### src/rtl/sync_serial_pkg.sv
// package: register map, field positions, reset values and carrier types of the serial unit
package sync_serial_pkg;

  // register byte addresses on the AXI4-Lite bus
  localparam logic [7:0] addr_receive_status_control  = 8'h00;
  localparam logic [7:0] addr_transmit_status_control = 8'h04;
  localparam logic [7:0] addr_baud_control            = 8'h08;
  localparam logic [7:0] addr_baud_divisor_low        = 8'h0c;
  localparam logic [7:0] addr_baud_divisor_high       = 8'h10;
  localparam logic [7:0] addr_receive_data            = 8'h14;
  localparam logic [7:0] addr_transmit_data           = 8'h18;
  localparam logic [7:0] addr_interrupt_control       = 8'h1c;

  // receive_status_control fields
  localparam int rs_port_enable     = 7;
  localparam int rs_nine_bit        = 6;
  localparam int rs_single_enable   = 5;
  localparam int rs_continuous      = 4;
  localparam int rs_overrun         = 1;
  localparam int rs_ninth_bit       = 0;
  // transmit_status_control fields
  localparam int ts_clock_source    = 7;
  localparam int ts_nine_bit        = 6;
  localparam int ts_transmit_enable = 5;
  localparam int ts_sync_mode       = 4;
  localparam int ts_high_speed      = 2;
  localparam int ts_shift_empty     = 1;
  localparam int ts_ninth_bit       = 0;
  // baud_control fields
  localparam int bc_receive_idle    = 6;
  localparam int bc_wide_divisor    = 3;
  // interrupt_control fields
  localparam int ic_global_enable   = 7;
  localparam int ic_peripheral      = 6;
  localparam int ic_receive_enable  = 5;
  localparam int ic_transmit_enable = 4;
  localparam int ic_receive_flag    = 1;
  localparam int ic_transmit_flag   = 0;

  localparam logic [7:0] reset_receive_status_control  = 8'h00;
  localparam logic [7:0] reset_transmit_status_control = 8'h02;
  localparam logic [7:0] reset_baud_control            = 8'h00;
  localparam logic [7:0] reset_interrupt_control       = 8'h00;
  localparam logic [3:0] bits_eight                    = 4'h8;
  localparam logic [3:0] bits_nine                     = 4'h9;
  localparam logic [1:0] axi_okay                      = 2'h0;
  localparam logic [1:0] axi_slverr                    = 2'h2;

  // one received character: ninth bit above the low byte
  typedef struct packed {
    logic       ninth;
    logic [7:0] data;
  } char_type;

  typedef struct packed {
    logic       sck_meta;
    logic       sck_sync;
    logic       sck_prev;
    logic       dat_meta;
    logic       dat_sync;
  } pin_sync_type;

endpackage

### src/rtl/sync_serial_unit.sv
// design: synchronous serial unit, master receive and slave transmit/receive, AXI4-Lite registers
`timescale 1ns/10ps

module sync_serial_unit (
  // clock and reset
  input  wire logic        aclk,
  input  wire logic        aresetn,
  // axi4-lite write address and data
  input  wire logic [7:0]  s_axi_awaddr,
  input  wire logic        s_axi_awvalid,
  output logic             s_axi_awready,
  input  wire logic [31:0] s_axi_wdata,
  input  wire logic [3:0]  s_axi_wstrb,
  input  wire logic        s_axi_wvalid,
  output logic             s_axi_wready,
  // axi4-lite write response
  output logic [1:0]       s_axi_bresp,
  output logic             s_axi_bvalid,
  input  wire logic        s_axi_bready,
  // axi4-lite read
  input  wire logic [7:0]  s_axi_araddr,
  input  wire logic        s_axi_arvalid,
  output logic             s_axi_arready,
  output logic [31:0]      s_axi_rdata,
  output logic [1:0]       s_axi_rresp,
  output logic             s_axi_rvalid,
  input  wire logic        s_axi_rready,
  // serial clock pin
  input  wire logic        serial_clock_in,
  output logic             serial_clock_out,
  output logic             serial_clock_oe,
  // serial data pin
  input  wire logic        serial_data_in,
  output logic             serial_data_out,
  output logic             serial_data_oe,
  // core events
  output logic             interrupt_request,
  output logic             wake_request
);

  typedef struct packed {
    logic [7:0]                   receive_status_control;
    logic [7:0]                   transmit_status_control;
    logic [7:0]                   baud_control;
    logic [7:0]                   baud_divisor_low;
    logic [7:0]                   baud_divisor_high;
    logic [7:0]                   interrupt_control;
    sync_serial_pkg::pin_sync_type pins;
    sync_serial_pkg::char_type    fifo_head;
    sync_serial_pkg::char_type    fifo_tail;
    logic [1:0]                   fifo_count;
    logic [8:0]                   receive_shift_register;
    logic [3:0]                   rx_bits;
    logic [8:0]                   transmit_shift_register;
    logic [3:0]                   tx_bits;
    logic                         tsr_busy;
    sync_serial_pkg::char_type    transmit_data;
    logic                         holding_full;
    logic [15:0]                  baud_count;
    logic                         clock_level;
    logic                         aw_taken;
    logic                         w_taken;
    logic [7:0]                   aw_addr;
    logic [31:0]                  w_data;
    logic [3:0]                   w_strb;
    logic                         bvalid;
    logic [1:0]                   bresp;
    logic                         rvalid;
    logic [31:0]                  rdata;
    logic [1:0]                   rresp;
    logic                         irq;
    logic                         wake;
    logic                         data_out;
    logic                         data_oe;
    logic                         clock_oe;
  } state_type;

  state_type state;
  state_type next_state;

  // bit count for one character: nine or eight
  function automatic logic [3:0] char_bits(input logic nine);
    char_bits = nine ? sync_serial_pkg::bits_nine : sync_serial_pkg::bits_eight;
  endfunction

  // byte-lane merge of a register write
  function automatic logic [7:0] lane(input logic [7:0] old, input logic [31:0] d,
                                      input logic [3:0] s);
    lane = s[0] ? d[7:0] : old;
  endfunction

  logic sync_mode;
  logic port_enable;
  logic master;
  logic slave;
  logic single_en;
  logic cont_en;
  logic receiving;
  logic lead_edge;
  logic trail_edge;
  logic master_tick;
  logic master_trail;
  logic master_lead;
  logic shift_trail;
  logic shift_lead;
  logic rx_done;
  logic tx_done;
  logic rd_data;
  logic wr_fire;
  logic receive_flag;
  logic transmit_flag;
  logic [3:0] nbits_rx;
  logic [7:0] rsc_wr;
  logic [7:0] tsc_wr;
  sync_serial_pkg::char_type rx_char;

  always_comb begin
    next_state = state;
    sync_mode  = state.transmit_status_control[sync_serial_pkg::ts_sync_mode];
    port_enable = state.receive_status_control[sync_serial_pkg::rs_port_enable];
    master     = sync_mode && state.transmit_status_control[sync_serial_pkg::ts_clock_source];
    slave      = sync_mode && !state.transmit_status_control[sync_serial_pkg::ts_clock_source];
    single_en  = state.receive_status_control[sync_serial_pkg::rs_single_enable];
    cont_en    = state.receive_status_control[sync_serial_pkg::rs_continuous];
    receiving  = single_en || cont_en;
    nbits_rx   = char_bits(state.receive_status_control[sync_serial_pkg::rs_nine_bit]);
    rsc_wr     = lane(state.receive_status_control, state.w_data, state.w_strb);
    tsc_wr     = lane(state.transmit_status_control, state.w_data, state.w_strb);

    // pin synchronisers: the first stage feeds only the second
    next_state.pins.sck_meta = serial_clock_in;
    next_state.pins.sck_sync = state.pins.sck_meta;
    next_state.pins.sck_prev = state.pins.sck_sync;
    next_state.pins.dat_meta = serial_data_in;
    next_state.pins.dat_sync = state.pins.dat_meta;
    // idle-low clock: rising is leading, falling is trailing
    lead_edge  = state.pins.sck_sync && !state.pins.sck_prev;
    trail_edge = !state.pins.sck_sync && state.pins.sck_prev;

    // master clock generator, half period = divisor + 1 system clocks
    master_tick = 1'b0;
    if (port_enable && master && receiving) begin
      if (state.baud_count == {state.baud_divisor_high, state.baud_divisor_low}) begin
        next_state.baud_count = 16'h0000;
        master_tick = 1'b1;
      end else begin
        next_state.baud_count = state.baud_count + 16'h0001;
      end
    end else begin
      next_state.baud_count = 16'h0000;
    end
    master_lead  = master_tick && !state.clock_level;
    master_trail = master_tick && state.clock_level;
    // overrun holds the clock; partial characters are dropped if enables fall
    if (master_tick && state.receive_status_control[sync_serial_pkg::rs_overrun] == 1'b0) begin
      next_state.clock_level = !state.clock_level;
    end
    if (!(port_enable && master && receiving)) begin
      next_state.clock_level = 1'b0;
    end

    shift_trail = master ? master_trail : (slave && trail_edge);
    shift_lead  = master ? master_lead : (slave && lead_edge);

    // receive shift register, sampling on the trailing edge
    rx_done = 1'b0;
    rx_char = '0;
    if (port_enable && receiving && (master || slave) &&
        !state.receive_status_control[sync_serial_pkg::rs_overrun] && shift_trail) begin
      next_state.receive_shift_register = {state.pins.dat_sync,
                                           state.receive_shift_register[8:1]};
      if (state.rx_bits + 4'h1 == nbits_rx) begin
        next_state.rx_bits = 4'h0;
        rx_done = 1'b1;
        rx_char = nbits_rx == sync_serial_pkg::bits_nine ?
                  {state.pins.dat_sync, state.receive_shift_register[8:1]} :
                  {1'b0, state.pins.dat_sync, state.receive_shift_register[8:2]};
      end else begin
        next_state.rx_bits = state.rx_bits + 4'h1;
      end
    end
    if (!receiving || !port_enable) begin
      next_state.rx_bits = 4'h0;
    end

    // bus handshake
    next_state.aw_taken = state.aw_taken || (s_axi_awvalid && !state.aw_taken);
    next_state.w_taken  = state.w_taken || (s_axi_wvalid && !state.w_taken);
    if (s_axi_awvalid && !state.aw_taken) begin
      next_state.aw_addr = s_axi_awaddr;
    end
    if (s_axi_wvalid && !state.w_taken) begin
      next_state.w_data = s_axi_wdata;
      next_state.w_strb = s_axi_wstrb;
    end
    wr_fire = state.aw_taken && state.w_taken && !state.bvalid;
    rd_data = s_axi_arvalid && !state.rvalid &&
              s_axi_araddr == sync_serial_pkg::addr_receive_data;

    // two-deep receive buffer; a read pops the head
    if (rd_data && state.fifo_count != 2'h0) begin
      next_state.fifo_head  = state.fifo_tail;
      next_state.fifo_count = state.fifo_count - 2'h1;
    end
    if (rx_done) begin
      if (state.fifo_count == 2'h2 && !rd_data) begin
        next_state.receive_status_control[sync_serial_pkg::rs_overrun] = 1'b1;
      end else if (next_state.fifo_count == 2'h0) begin
        next_state.fifo_head  = rx_char;
        next_state.fifo_count = 2'h1;
      end else begin
        next_state.fifo_tail  = rx_char;
        next_state.fifo_count = next_state.fifo_count + 2'h1;
      end
      if (master && single_en) begin
        next_state.receive_status_control[sync_serial_pkg::rs_single_enable] = 1'b0;
      end
    end
    // single-mode overrun clears on a data read
    if (rd_data && single_en && !cont_en) begin
      next_state.receive_status_control[sync_serial_pkg::rs_overrun] = 1'b0;
    end

    // transmit: holding register to shift register handover
    tx_done = 1'b0;
    if (port_enable && sync_mode && !receiving &&
        state.transmit_status_control[sync_serial_pkg::ts_transmit_enable]) begin
      if (state.tsr_busy && shift_lead) begin
        next_state.data_out = state.transmit_shift_register[0];
        next_state.transmit_shift_register = {1'b0, state.transmit_shift_register[8:1]};
        if (state.tx_bits ==
            char_bits(state.transmit_status_control[sync_serial_pkg::ts_nine_bit]) - 4'h1) begin
          tx_done = 1'b1;
        end
        next_state.tx_bits = state.tx_bits + 4'h1;
      end
      if ((!state.tsr_busy || tx_done) && state.holding_full) begin
        next_state.transmit_shift_register = state.transmit_data;
        next_state.tx_bits      = 4'h0;
        next_state.tsr_busy     = 1'b1;
        next_state.holding_full = 1'b0;
      end else if (tx_done) begin
        next_state.tsr_busy = 1'b0;
      end
      next_state.data_oe = 1'b1;
    end else begin
      next_state.data_oe  = 1'b0;
      next_state.tsr_busy = 1'b0;
      next_state.tx_bits  = 4'h0;
    end
    next_state.clock_oe = port_enable && master;

    // register reads
    if (s_axi_arvalid && !state.rvalid) begin
      next_state.rvalid = 1'b1;
      next_state.rresp  = sync_serial_pkg::axi_okay;
      unique case (s_axi_araddr)
        sync_serial_pkg::addr_receive_status_control:
          next_state.rdata = {24'h000000, state.receive_status_control[7:1],
                              state.fifo_head.ninth};
        sync_serial_pkg::addr_transmit_status_control:
          next_state.rdata = {24'h000000, state.transmit_status_control[7:2],
                              !state.tsr_busy, state.transmit_status_control[0]};
        sync_serial_pkg::addr_baud_control:
          next_state.rdata = {24'h000000, state.baud_control[7],
                              !(receiving && state.rx_bits != 4'h0), state.baud_control[5:0]};
        sync_serial_pkg::addr_baud_divisor_low:
          next_state.rdata = {24'h000000, state.baud_divisor_low};
        sync_serial_pkg::addr_baud_divisor_high:
          next_state.rdata = {24'h000000, state.baud_divisor_high};
        sync_serial_pkg::addr_receive_data:
          next_state.rdata = {24'h000000, state.fifo_head.data};
        sync_serial_pkg::addr_interrupt_control:
          next_state.rdata = {24'h000000, state.interrupt_control[7:2],
                              state.fifo_count != 2'h0, !state.holding_full};
        sync_serial_pkg::addr_transmit_data:
          next_state.rdata = 32'h00000000;
        default: begin
          next_state.rdata = 32'h00000000;
          next_state.rresp = sync_serial_pkg::axi_slverr;
        end
      endcase
    end else if (state.rvalid && s_axi_rready) begin
      next_state.rvalid = 1'b0;
    end

    // register writes
    if (wr_fire) begin
      next_state.aw_taken = 1'b0;
      next_state.w_taken  = 1'b0;
      next_state.bvalid   = 1'b1;
      next_state.bresp    = sync_serial_pkg::axi_okay;
      unique case (state.aw_addr)
        sync_serial_pkg::addr_receive_status_control: begin
          next_state.receive_status_control[7:2] = rsc_wr[7:2];
          // an overrun raised in this very cycle outlives the clear
          if (state.w_strb[0] && !state.w_data[sync_serial_pkg::rs_continuous] &&
              !(rx_done && state.fifo_count == 2'h2 && !rd_data)) begin
            next_state.receive_status_control[sync_serial_pkg::rs_overrun] = 1'b0;
          end
        end
        sync_serial_pkg::addr_transmit_status_control:
          next_state.transmit_status_control = {tsc_wr[7:2], 1'b0, tsc_wr[0]};
        sync_serial_pkg::addr_baud_control:
          next_state.baud_control = lane(state.baud_control, state.w_data, state.w_strb) &
                                    8'h0c;
        sync_serial_pkg::addr_baud_divisor_low:
          next_state.baud_divisor_low = lane(state.baud_divisor_low, state.w_data, state.w_strb);
        sync_serial_pkg::addr_baud_divisor_high:
          next_state.baud_divisor_high =
            lane(state.baud_divisor_high, state.w_data, state.w_strb);
        sync_serial_pkg::addr_interrupt_control:
          next_state.interrupt_control =
            lane(state.interrupt_control, state.w_data, state.w_strb) & 8'hf0;
        sync_serial_pkg::addr_transmit_data:
          if (state.w_strb[0] && !state.holding_full) begin
            next_state.transmit_data = {
              state.transmit_status_control[sync_serial_pkg::ts_ninth_bit],
              state.w_data[7:0]};
            next_state.holding_full = 1'b1;
          end
        sync_serial_pkg::addr_receive_data: ;
        default: next_state.bresp = sync_serial_pkg::axi_slverr;
      endcase
    end else if (state.bvalid && s_axi_bready) begin
      next_state.bvalid = 1'b0;
    end

    // port disable clears overrun, the receive buffer, the holding register, the shift state and the pin enables
    if (!next_state.receive_status_control[sync_serial_pkg::rs_port_enable]) begin
      next_state.receive_status_control[sync_serial_pkg::rs_overrun] = 1'b0;
      next_state.fifo_count   = 2'h0;
      next_state.holding_full = 1'b0;
      next_state.tsr_busy     = 1'b0;
      next_state.rx_bits      = 4'h0;
      next_state.data_oe      = 1'b0;
      next_state.clock_oe     = 1'b0;
    end

    // flags and interrupt; wake needs only the peripheral enables
    receive_flag  = next_state.fifo_count != 2'h0;
    transmit_flag = !next_state.holding_full;
    next_state.wake = state.interrupt_control[sync_serial_pkg::ic_peripheral] &&
      (receive_flag && state.interrupt_control[sync_serial_pkg::ic_receive_enable] ||
       transmit_flag && state.interrupt_control[sync_serial_pkg::ic_transmit_enable]);
    next_state.irq  = next_state.wake &&
                      state.interrupt_control[sync_serial_pkg::ic_global_enable];
  end

  always_ff @(posedge aclk) begin
    if (!aresetn) begin
      state <= '0;
      state.receive_status_control  <= sync_serial_pkg::reset_receive_status_control;
      state.transmit_status_control <= sync_serial_pkg::reset_transmit_status_control;
      state.baud_control            <= sync_serial_pkg::reset_baud_control;
      state.interrupt_control       <= sync_serial_pkg::reset_interrupt_control;
    end else begin
      state <= next_state;
    end
  end

  assign s_axi_awready     = !state.aw_taken;
  assign s_axi_wready      = !state.w_taken;
  assign s_axi_bvalid      = state.bvalid;
  assign s_axi_bresp       = state.bresp;
  assign s_axi_arready     = !state.rvalid;
  assign s_axi_rvalid      = state.rvalid;
  assign s_axi_rdata       = state.rdata;
  assign s_axi_rresp       = state.rresp;
  assign serial_clock_out  = state.clock_level;
  assign serial_clock_oe   = state.clock_oe;
  assign serial_data_out   = state.data_out;
  assign serial_data_oe    = state.data_oe;
  assign interrupt_request = state.irq;
  assign wake_request      = state.wake;

endmodule

### config.mk
export PLATFORM = sky130hd
export DESIGN_NAME = sync_serial_unit
export DESIGN_NICKNAME = d
export VERILOG_FILES = /design/src/rtl/sync_serial_pkg.sv /design/src/rtl/sync_serial_unit.sv
export SDC_FILE = /design/constraint.sdc
export NUM_CORES = 1
export LEC_CHECK = 0
export ABC_AREA = 1
export ABC_CLOCK_PERIOD_IN_PS = 2300
export BUFFER_PORTS_ARGS = -buffer_cell sky130_fd_sc_hd__buf_4
export CAP_MARGIN = 15
export CORE_MARGIN = 3
export CORE_UTILIZATION = 57
export CTS_CLUSTER_DIAMETER = 120
export DETAILED_ROUTE_END_ITERATION = 10
export HOLD_SLACK_MARGIN = 0.12
export PLACE_DENSITY_LB_ADDON = 0.05
export SYNTH_ARGS = -nofsm -noshare
export SYNTH_HDL_FRONTEND = slang
export SYNTH_SLANG_ARGS = --single-unit
### constraint.sdc
create_clock -name aclk -period 2.3 [get_ports aclk]
set_input_delay 0.345 -clock aclk [delete_from_list [all_inputs] [get_ports aclk]]
set_output_delay 0.345 -clock aclk [all_outputs]
set_load 0.01 [all_outputs]
==> results of run 1 <==
[critical path: stages (launching register included)]
cell and delay [ps]:
dfxtp_1 350, inv_1 60, ha_1 290, nor3b_1 240, nand2_1 140, nor2_4 160
nand3_4 130, inv_2 100, nand2_4 50, nor2_4 200, buf_4 160, o21ai_1 50
nor2_1 120
[cell type report]
cell class              count  share of cell area, %
flip-flops and latches    150                   35.5
multi-input cells         661                   39.7
well taps                 168                   2.48
inverters                 133                   5.93
clock inverters             8                   1.99
repair buffers             96                   8.71
clock buffers              24                   5.68
[report_power, final]
| group | internal (mW) | switching [mW] | total (mW) | leakage (nW) |
|---|---|---|---|---|
| Sequential | 2.64 | 0.0282 | 2.66 | 1.22 |
| Clock | 2.01 | 1.05 | 3.06 | 0.318 |
| Combinational | 0.105 | 0.192 | 0.297 | 1.97 |
[Yosys cell counts, drive strengths merged (8+ instances only)]
master and n:
nand2 168, inv 129, nor3 24, nand3 31
clkbuf 21, a21oi 92, o211ai 10, o21ai 107
a211oi 17, buf 45, nor2 124, o22ai 9
nand4 12, xor2 8, dfxtp 150
[what timing repair did]
| item | CTS | global route |
|---|---|---|
| gates resized for setup | 0 | 20 |
| buffers inserted | 0 | 6 |
| endpoints found under the setup margin | 0 | 26 |
| hold buffers | 2 | 0 |
| hold endpoints to repair | 2 | 0 |
[how the worst max path moves through the flow]
| stage | start | end | depth (start not counted) |
|---|---|---|---|
| floorplan | s_axi_araddr[5] | interrupt_request | 16 |
| global route | state[131] | state[159] | 12 |
| finish | state[131] | state[158] | 12 |
| detailed placement | s_axi_araddr[1] | interrupt_request | 19 |
| CTS | state[144] | interrupt_request | 16 |
| global placement | s_axi_araddr[1] | interrupt_request | 18 |
[logic make-up (layout without fill, tap and decap cells)]
group / after synthesis / after routing / synth area share [%]
AO/OA/AOI/OAI: 247 / 247 / 19.9
XOR/XNOR: 8 / 8 / 0.983
adder cells (fa/ha/maj): 7 / 7 / 1.23
buffers and inverters: 199 / 261 / 12.8
flip-flops: 150 / 150 / 42.1
multiplexers: 2 / 2 / 0.316
other: 1 / 26 / 0.0526
AND/OR/NAND/NOR: 371 / 371 / 22.5
[stage by stage]
step	power (mW)	setup TNS, ps	util [%]
final	6.02	0	70.0
after global routing	6.20	-6.42	70.0
after CTS	6.05	0	68.9
after detailed placement	3.00	-171	63.4
after global placement	3.00	-82.0	63.4
after floorplan	2.92	0	-
[metal layers]
layer	track usage, %	up-vias
met5	0	-
met2	40.3	204
met3	5.33	38
met1	35.0	2882
met4	11.9	0
li1	-	3321
==> results, run 1 <==
- The run finished with clean final reports.
- The register bank with the most flops is state.
- After layout, the minimum clock period comes to approximately 2100 ps.
- The number of CTS-inserted buffers is 17.
- Across the whole layout, storage elements account for between 3000 and 4000 um2.
- The path with the worst hold slack has its endpoint at state[80].
- The number of antenna diodes in the final layout is 0.
- The worst pin sits at a relative slew slack of about half.
- The routed via count divided by cell count is between 5 and 6.
- The width of the chip is approximately 120 um.
- The net count reported at finish is 1127.
- Yosys mapped the design onto 48 distinct sky130hd cell types.
- Entering global routing, the biggest net connects 83 pins.
- The count of pins over their slew limit is 0.
- Before CTS, the worst setup slack after placement is -86.2 ps.
- After global routing the overflow that remains totals 0.
- Across the VDD grid, the largest voltage drop is 0.000583 V.
- In this run the cell area measured after placement is between 7000 and 8000 um2.
- After synthesis the netlist holds a flip-flop and latch count of 150.
- TritonCTS built the clock tree.
- Detailed routing inserted a total of 6445 vias.
- The initial antenna violation count was 0.
- The worst hold path belongs to the class input pin to flop.
- For the final database, setup skew stands at 7.29 ps.
- The element type at the critical path start is a flop.
- In the final routing, the length of wire on met1 measures 8130 um.
- The clock latency on the worst-skew pair is approximately 430 ps.
- The initial cell density of the core is 58.9%.
- Yosys mapped a number of flops with a built-in enable equal to 0.
- The largest driver fanout on the critical path is 6.
- The total I/O pin count is between 100 and 150.
- STA classifies the critical path endpoint as a flop.
- The first global-routing pass estimated 29000 um of wire.
- The pin slew with the least headroom to its limit is between 700 and 800 ps.
- The portion of the post-synthesis area used by sequential elements is between 40% and 50%.
- The total instance count after detailed placement is 1200.
- In the final routed layout, each cell accounts on average for 14.4 um.
- The number of sinks handled by clock tree synthesis is 150.
- In the layout the commonest cells are 162 x nand2_1, 147 x dfxtp_1, 117 x nor2_1, 114 x inv_1, 93 x buf_4.
- The average instance area after synthesis is ~7.2 um2.
- The worst hold margin is about 130 ps.
- In this run the register-to-register setup slack is between 150 and 200 ps.
- The uppermost metal layer occupied by signal nets is met4.
- The type of the setup path with the least slack is flop to flop.
- The register with the most flip-flops in the layout has roughly 130 of them.
- The final critical-path share of the clock period is about 92%.
- The largest buffer count on any clock path is 2.
- Measured along the y axis, the die boundary spans around 120 um.
- The layout has 1087 filler cells.
- After clock tree synthesis, the clock-pin slew on the worst setup and hold paths is around 60 ps.
- Of all flip-flops after synthesis, the portion carrying an async set or reset was 0%.
- The commonest non-fill, non-tap cell in the layout is nand2_1.
- The met3 wire length is 1070 um.
- For the worst setup path, the data required time is ~2700 ps.
- The timing-limited maximum frequency is 0.471 GHz.
- The final-report hold violation count is 0.
- The number of failing setup endpoints in the final timing report is 0.
- The number of cells on the worst reg-to-reg path is 12.
- The startpoint of the worst register-to-register path is state[131].
- The biggest area consumer among synthesized cells is dfxtp_1.
- The site row count is 40.
- At the end of routability-driven placement, the weighted congestion stood at a little over 0.9.
- The number of search-and-repair iterations in the first detailed-routing pass is 5.
- Summed over all nets, wire length on met2 after detailed routing comes to ~8100 um.
- The startpoint of the most critical hold path is s_axi_awaddr[1].
- The total die area is about 14000 um2.
- Power spread over the standard cell area amounts to ~710 nW/um2.
- The worst setup slack after layout is between 150 and 200 ps.
- The synthesized instance count is 985.
- In the post-synthesis netlist, the biggest area contributors are dfxtp_1 42%, nand2_1 8.6%, o21ai_0 6.5%.
- After the first detailed-routing iteration, the DRC count stood at 437.
- After detailed routing, the total wire length is between 15000 and 20000 um.
- The combined area of all synthesized cells is ~7100 um2.
- The number of stages on the worst hold path is 3.
- The fraction of final layout cells sized beyond drive strength 1 is 17.1%.
- The area growth from synthesis to layout is 18.9%.
- In the routed design, unresolved DRC markers number 0.
- The area taken by multi-input logic gates is ~3400 um2.
- The number of I/O port buffers is between 50 and 60.
- The design area is approximately 8500 um2.
- For this run, the number of standard cells in the final layout without fillers is approximately 1200.
- The via count of the first global-routing pass is roughly 6000.
- Global routing used approximately a quarter of the available tracks across all layers.
- The Yosys warning count is 0.
- The most instantiated flip-flop cell in the synthesis netlist is dfxtp_1.
- The H-tree was split into 4 levels.
- The number of max-cap violations is 0.
- The region available for standard cell placement spans between 10000 and 15000 um2.
- The root buffer cell chosen for the clock tree is clkbuf_16.
- Once detail routing completed, the nets flagged for antenna violations numbered 0.
- The cell leakage power is approximately 3.5 nW.
- The capture instance of the worst register-to-register path is state[158].
- For the worst setup path, the data arrival time is ~2500 ps.
- The fraction of synthesized cell area taken by the top area cell type is ~42%.
- The HPWL after detailed placement is 12700 um.
No activity file was read; power rests on OpenSTA's default activity.
==> run 2: changes to the inputs <==
Settings changed: BUFFER_PORTS_ARGS -buffer_cell sky130_fd_sc_hd__buf_4 to unset, CORE_UTILIZATION 57 to 60, DONT_BUFFER_PORTS set to 1.
==> results, run 2 (synthesized netlist as in run 1, its figures left out) <==
- The run finished with clean final reports.
- The clock group share of total power is slightly below 50%.
- Clock tree synthesis inserted a total of 17 buffers.
- The register with the most flip-flops in the layout has approximately 130 of them.
- The smallest clock period supported by the final layout is computed as about 2200 ps.
- Counting every sink on the clock net gives 150.
- The tree is rooted in a clkbuf_16.
- The clock edge transition at the registers on the reported setup and hold paths is roughly 60 ps.
- The count of pins over their slew limit was 0.
- The count of nets left with antenna violations after detail routing is 0.
- CTS built an H-tree with a depth of 4.
- The final critical-path share of the clock period is a little over nine tenths.
- The kind of end point of the critical path is a flop.
- In this run the vertical extent of the chip is between 100 and 150 um.
- The initial antenna violation count came to 0.
- The tightest slew margin relative to the limit is roughly 65%.
- The utilization of the core after routing is 69.8%.
- The number of cells on the worst reg-to-reg path is 16.
- The floorplan step defined a die boundary enclosing ~13000 um2.
- Counting both buffers and inverters, the worst setup path holds a total of 3.
- The clock reaches the later pin of the worst-skew pair after about 430 ps.
- The peak per-stage delay on the critical path is 380 ps.
- For this design the static power due to leakage is roughly 3.2 nW.
- The number of non-filler instances in the completed layout is 1162.
- For the final database, setup skew stands at 6.64 ps.
- For this run, the post-layout net count is 1074.
- The total instance count after detailed placement is about 1100.
- Entering global routing, the biggest net connects 81 pins.
- The die is ~110 um wide.
- The pin slew with the least headroom to its limit is ~520 ps.
- The instance count on the critical path is 16.
- The congestion estimate from routability-driven global placement came to approximately 0.99.
- After layout, the worst setup slack is roughly 140 ps.
- The final-report hold violation count is 0.
- The residual DRC count is 0.
- OpenSTA, run right after detailed placement, puts the worst setup slack at 65.1 ps.
- The cell family with the largest share of critical-path delay is simple AND/OR/NAND/NOR gates.
- In this run the standard cell core region covers between 10000 and 15000 um2.
- The element type at the critical path start is a flop.
- Port buffering added 0 buffers.
- In this run the worst setup path begins at state[143].
- The internal portion of the total power is around 4.5 mW.
- In the layout the commonest cells are 162 x nand2_1, 147 x dfxtp_1, 117 x nor2_1, 115 x inv_1, 92 x o21ai_0.
- The required time reported for the critical path endpoint is about 2600 ps.
- The switching power is about 1.3 mW.
- The startpoint of the most critical hold path is s_axi_rready.
- Summing all non-filler instances in the final layout gives an area of about 8000 um2.
- The wire length of the first global-routing pass is ~30000 um.
- Per report_power, the sequential group accounts for a little under half of the total.
- The initialized floorplan defines 39 standard-cell rows.
- The HPWL after detailed placement is between 10000 and 15000 um.
- The worst-case vdd ir drop is between 0.0006 and 0.0007 V.
- The standard cell with the maximum stage delay on the critical path is dfxtp_4.
- In the final routed layout, each cell accounts on average for about 16 um.
- The total power is between 5 and 6 mW.
- The tightest hold path in the finished design has a slack of between 100 and 150 ps.
- The via count of the first global-routing pass came to between 6000 and 7000.
- The routed layout has approximately 6400 vias.
- The number of max-cap violations is 0.
- The accumulated negative setup slack is 0 ps.
- Ranked by flip-flop count, first place goes to state.
- The post-place instance area is about 7200 um2.
- The growth of design area from synthesis to finish is 12.8%.
- The worst min-delay path category is input pin to flop.
- The number of search-and-repair iterations in the first detailed-routing pass is 5.
- The largest driver fanout on the critical path is 4.
- The critical path goes through inv_1 -> ha_1 -> inv_1 -> nand4_1 -> and2_4 -> ha_1 -> inv_1 -> nand2_1 -> nand2_1 -> nand4_1 -> nand3_2 -> nand2_1 -> nand2_1 -> nand2_1 -> nand2_1 -> nor2_1.
- The most numerous cell type found on the critical path is nand2_1.
- The number of DRC markers in iteration 0 is roughly 560.
- Setup violations remaining at the end of the flow were counted as 0.
- The TritonCTS clock tree is yes.
- 0 antenna diodes ended up in the layout.
- The sum of routed wire length over all layers is 18500 um.
- Combinational cells account for between 4 and 5% of the total power.
- No sink is reached through more buffers than the 2 on the longest clock path.
- The fraction of final layout cells sized beyond drive strength 1 is between 10% and 20%.
- The sum of overflow across all layers after global routing is 0.
- Net switching is between 20% and 30% of the power.
- Leaving out fill and tap cells, the most frequent cell in the layout is nand2_1.
- Timing would allow up to 0.463 GHz.
- Global routing used about 29% of the available tracks across all layers.
- In this run the power density over the cells is slightly above 700 nW/um2.
- The worst path arrival time is 2480 ps.
- The initial cell density of the core is just over 60%.
- The type of the setup path with the least slack is flop to flop.
- The total I/O pin count is 108.
- The startpoint identified for the worst register-to-register timing path is state[143].
- The worst hold path was traced through 2 stages.
- The routed via count divided by cell count is about 5.5.
[run 2: area by class of cell]
type                       count  area (um2)
fill                         986        3480
multi-input combinational    662        3360
sequential                   150        3010
inverter                     133         505
clock buffer                  19         453
timing repair buffer          42         378
tap                          143         179
clock inverter                13         155
[run 2: power groups by stage]
stage                     Combinational [mW]  Sequential, mW  Clock (mW)
after floorplan                        0.203            2.71           0
after global placement                 0.200            2.72           0
after detailed placement               0.205            2.72           0
after CTS                              0.252            2.67        2.87
after global routing                   0.288            2.67        3.00
final                                  0.260            2.67        2.85
[run 2: repair_timing]
item,CTS,global route
setup endpoints to repair,0,36
buffers inserted,0,0
gates resized for setup,0,18
hold buffers,18,0
hold endpoints to repair,83,0
[run 2: final timing paths]
kind	slack [ps]	to
worst min-delay path	140	s_axi_rvalid
worst max register to register	140	interrupt_request
worst min register to register	420	state[163]
worst max-delay path	140	interrupt_request
[run 2: layer usage]
metal  routed length (um)  vias to the layer above  GRT usage, %
met5                    0                        -             0
met4                  430                        0          11.1
met3                 1120                       36          7.37
met2                 8890                      207          47.9
met1                 8070                     2987          35.6
li1                     -                     3212             -
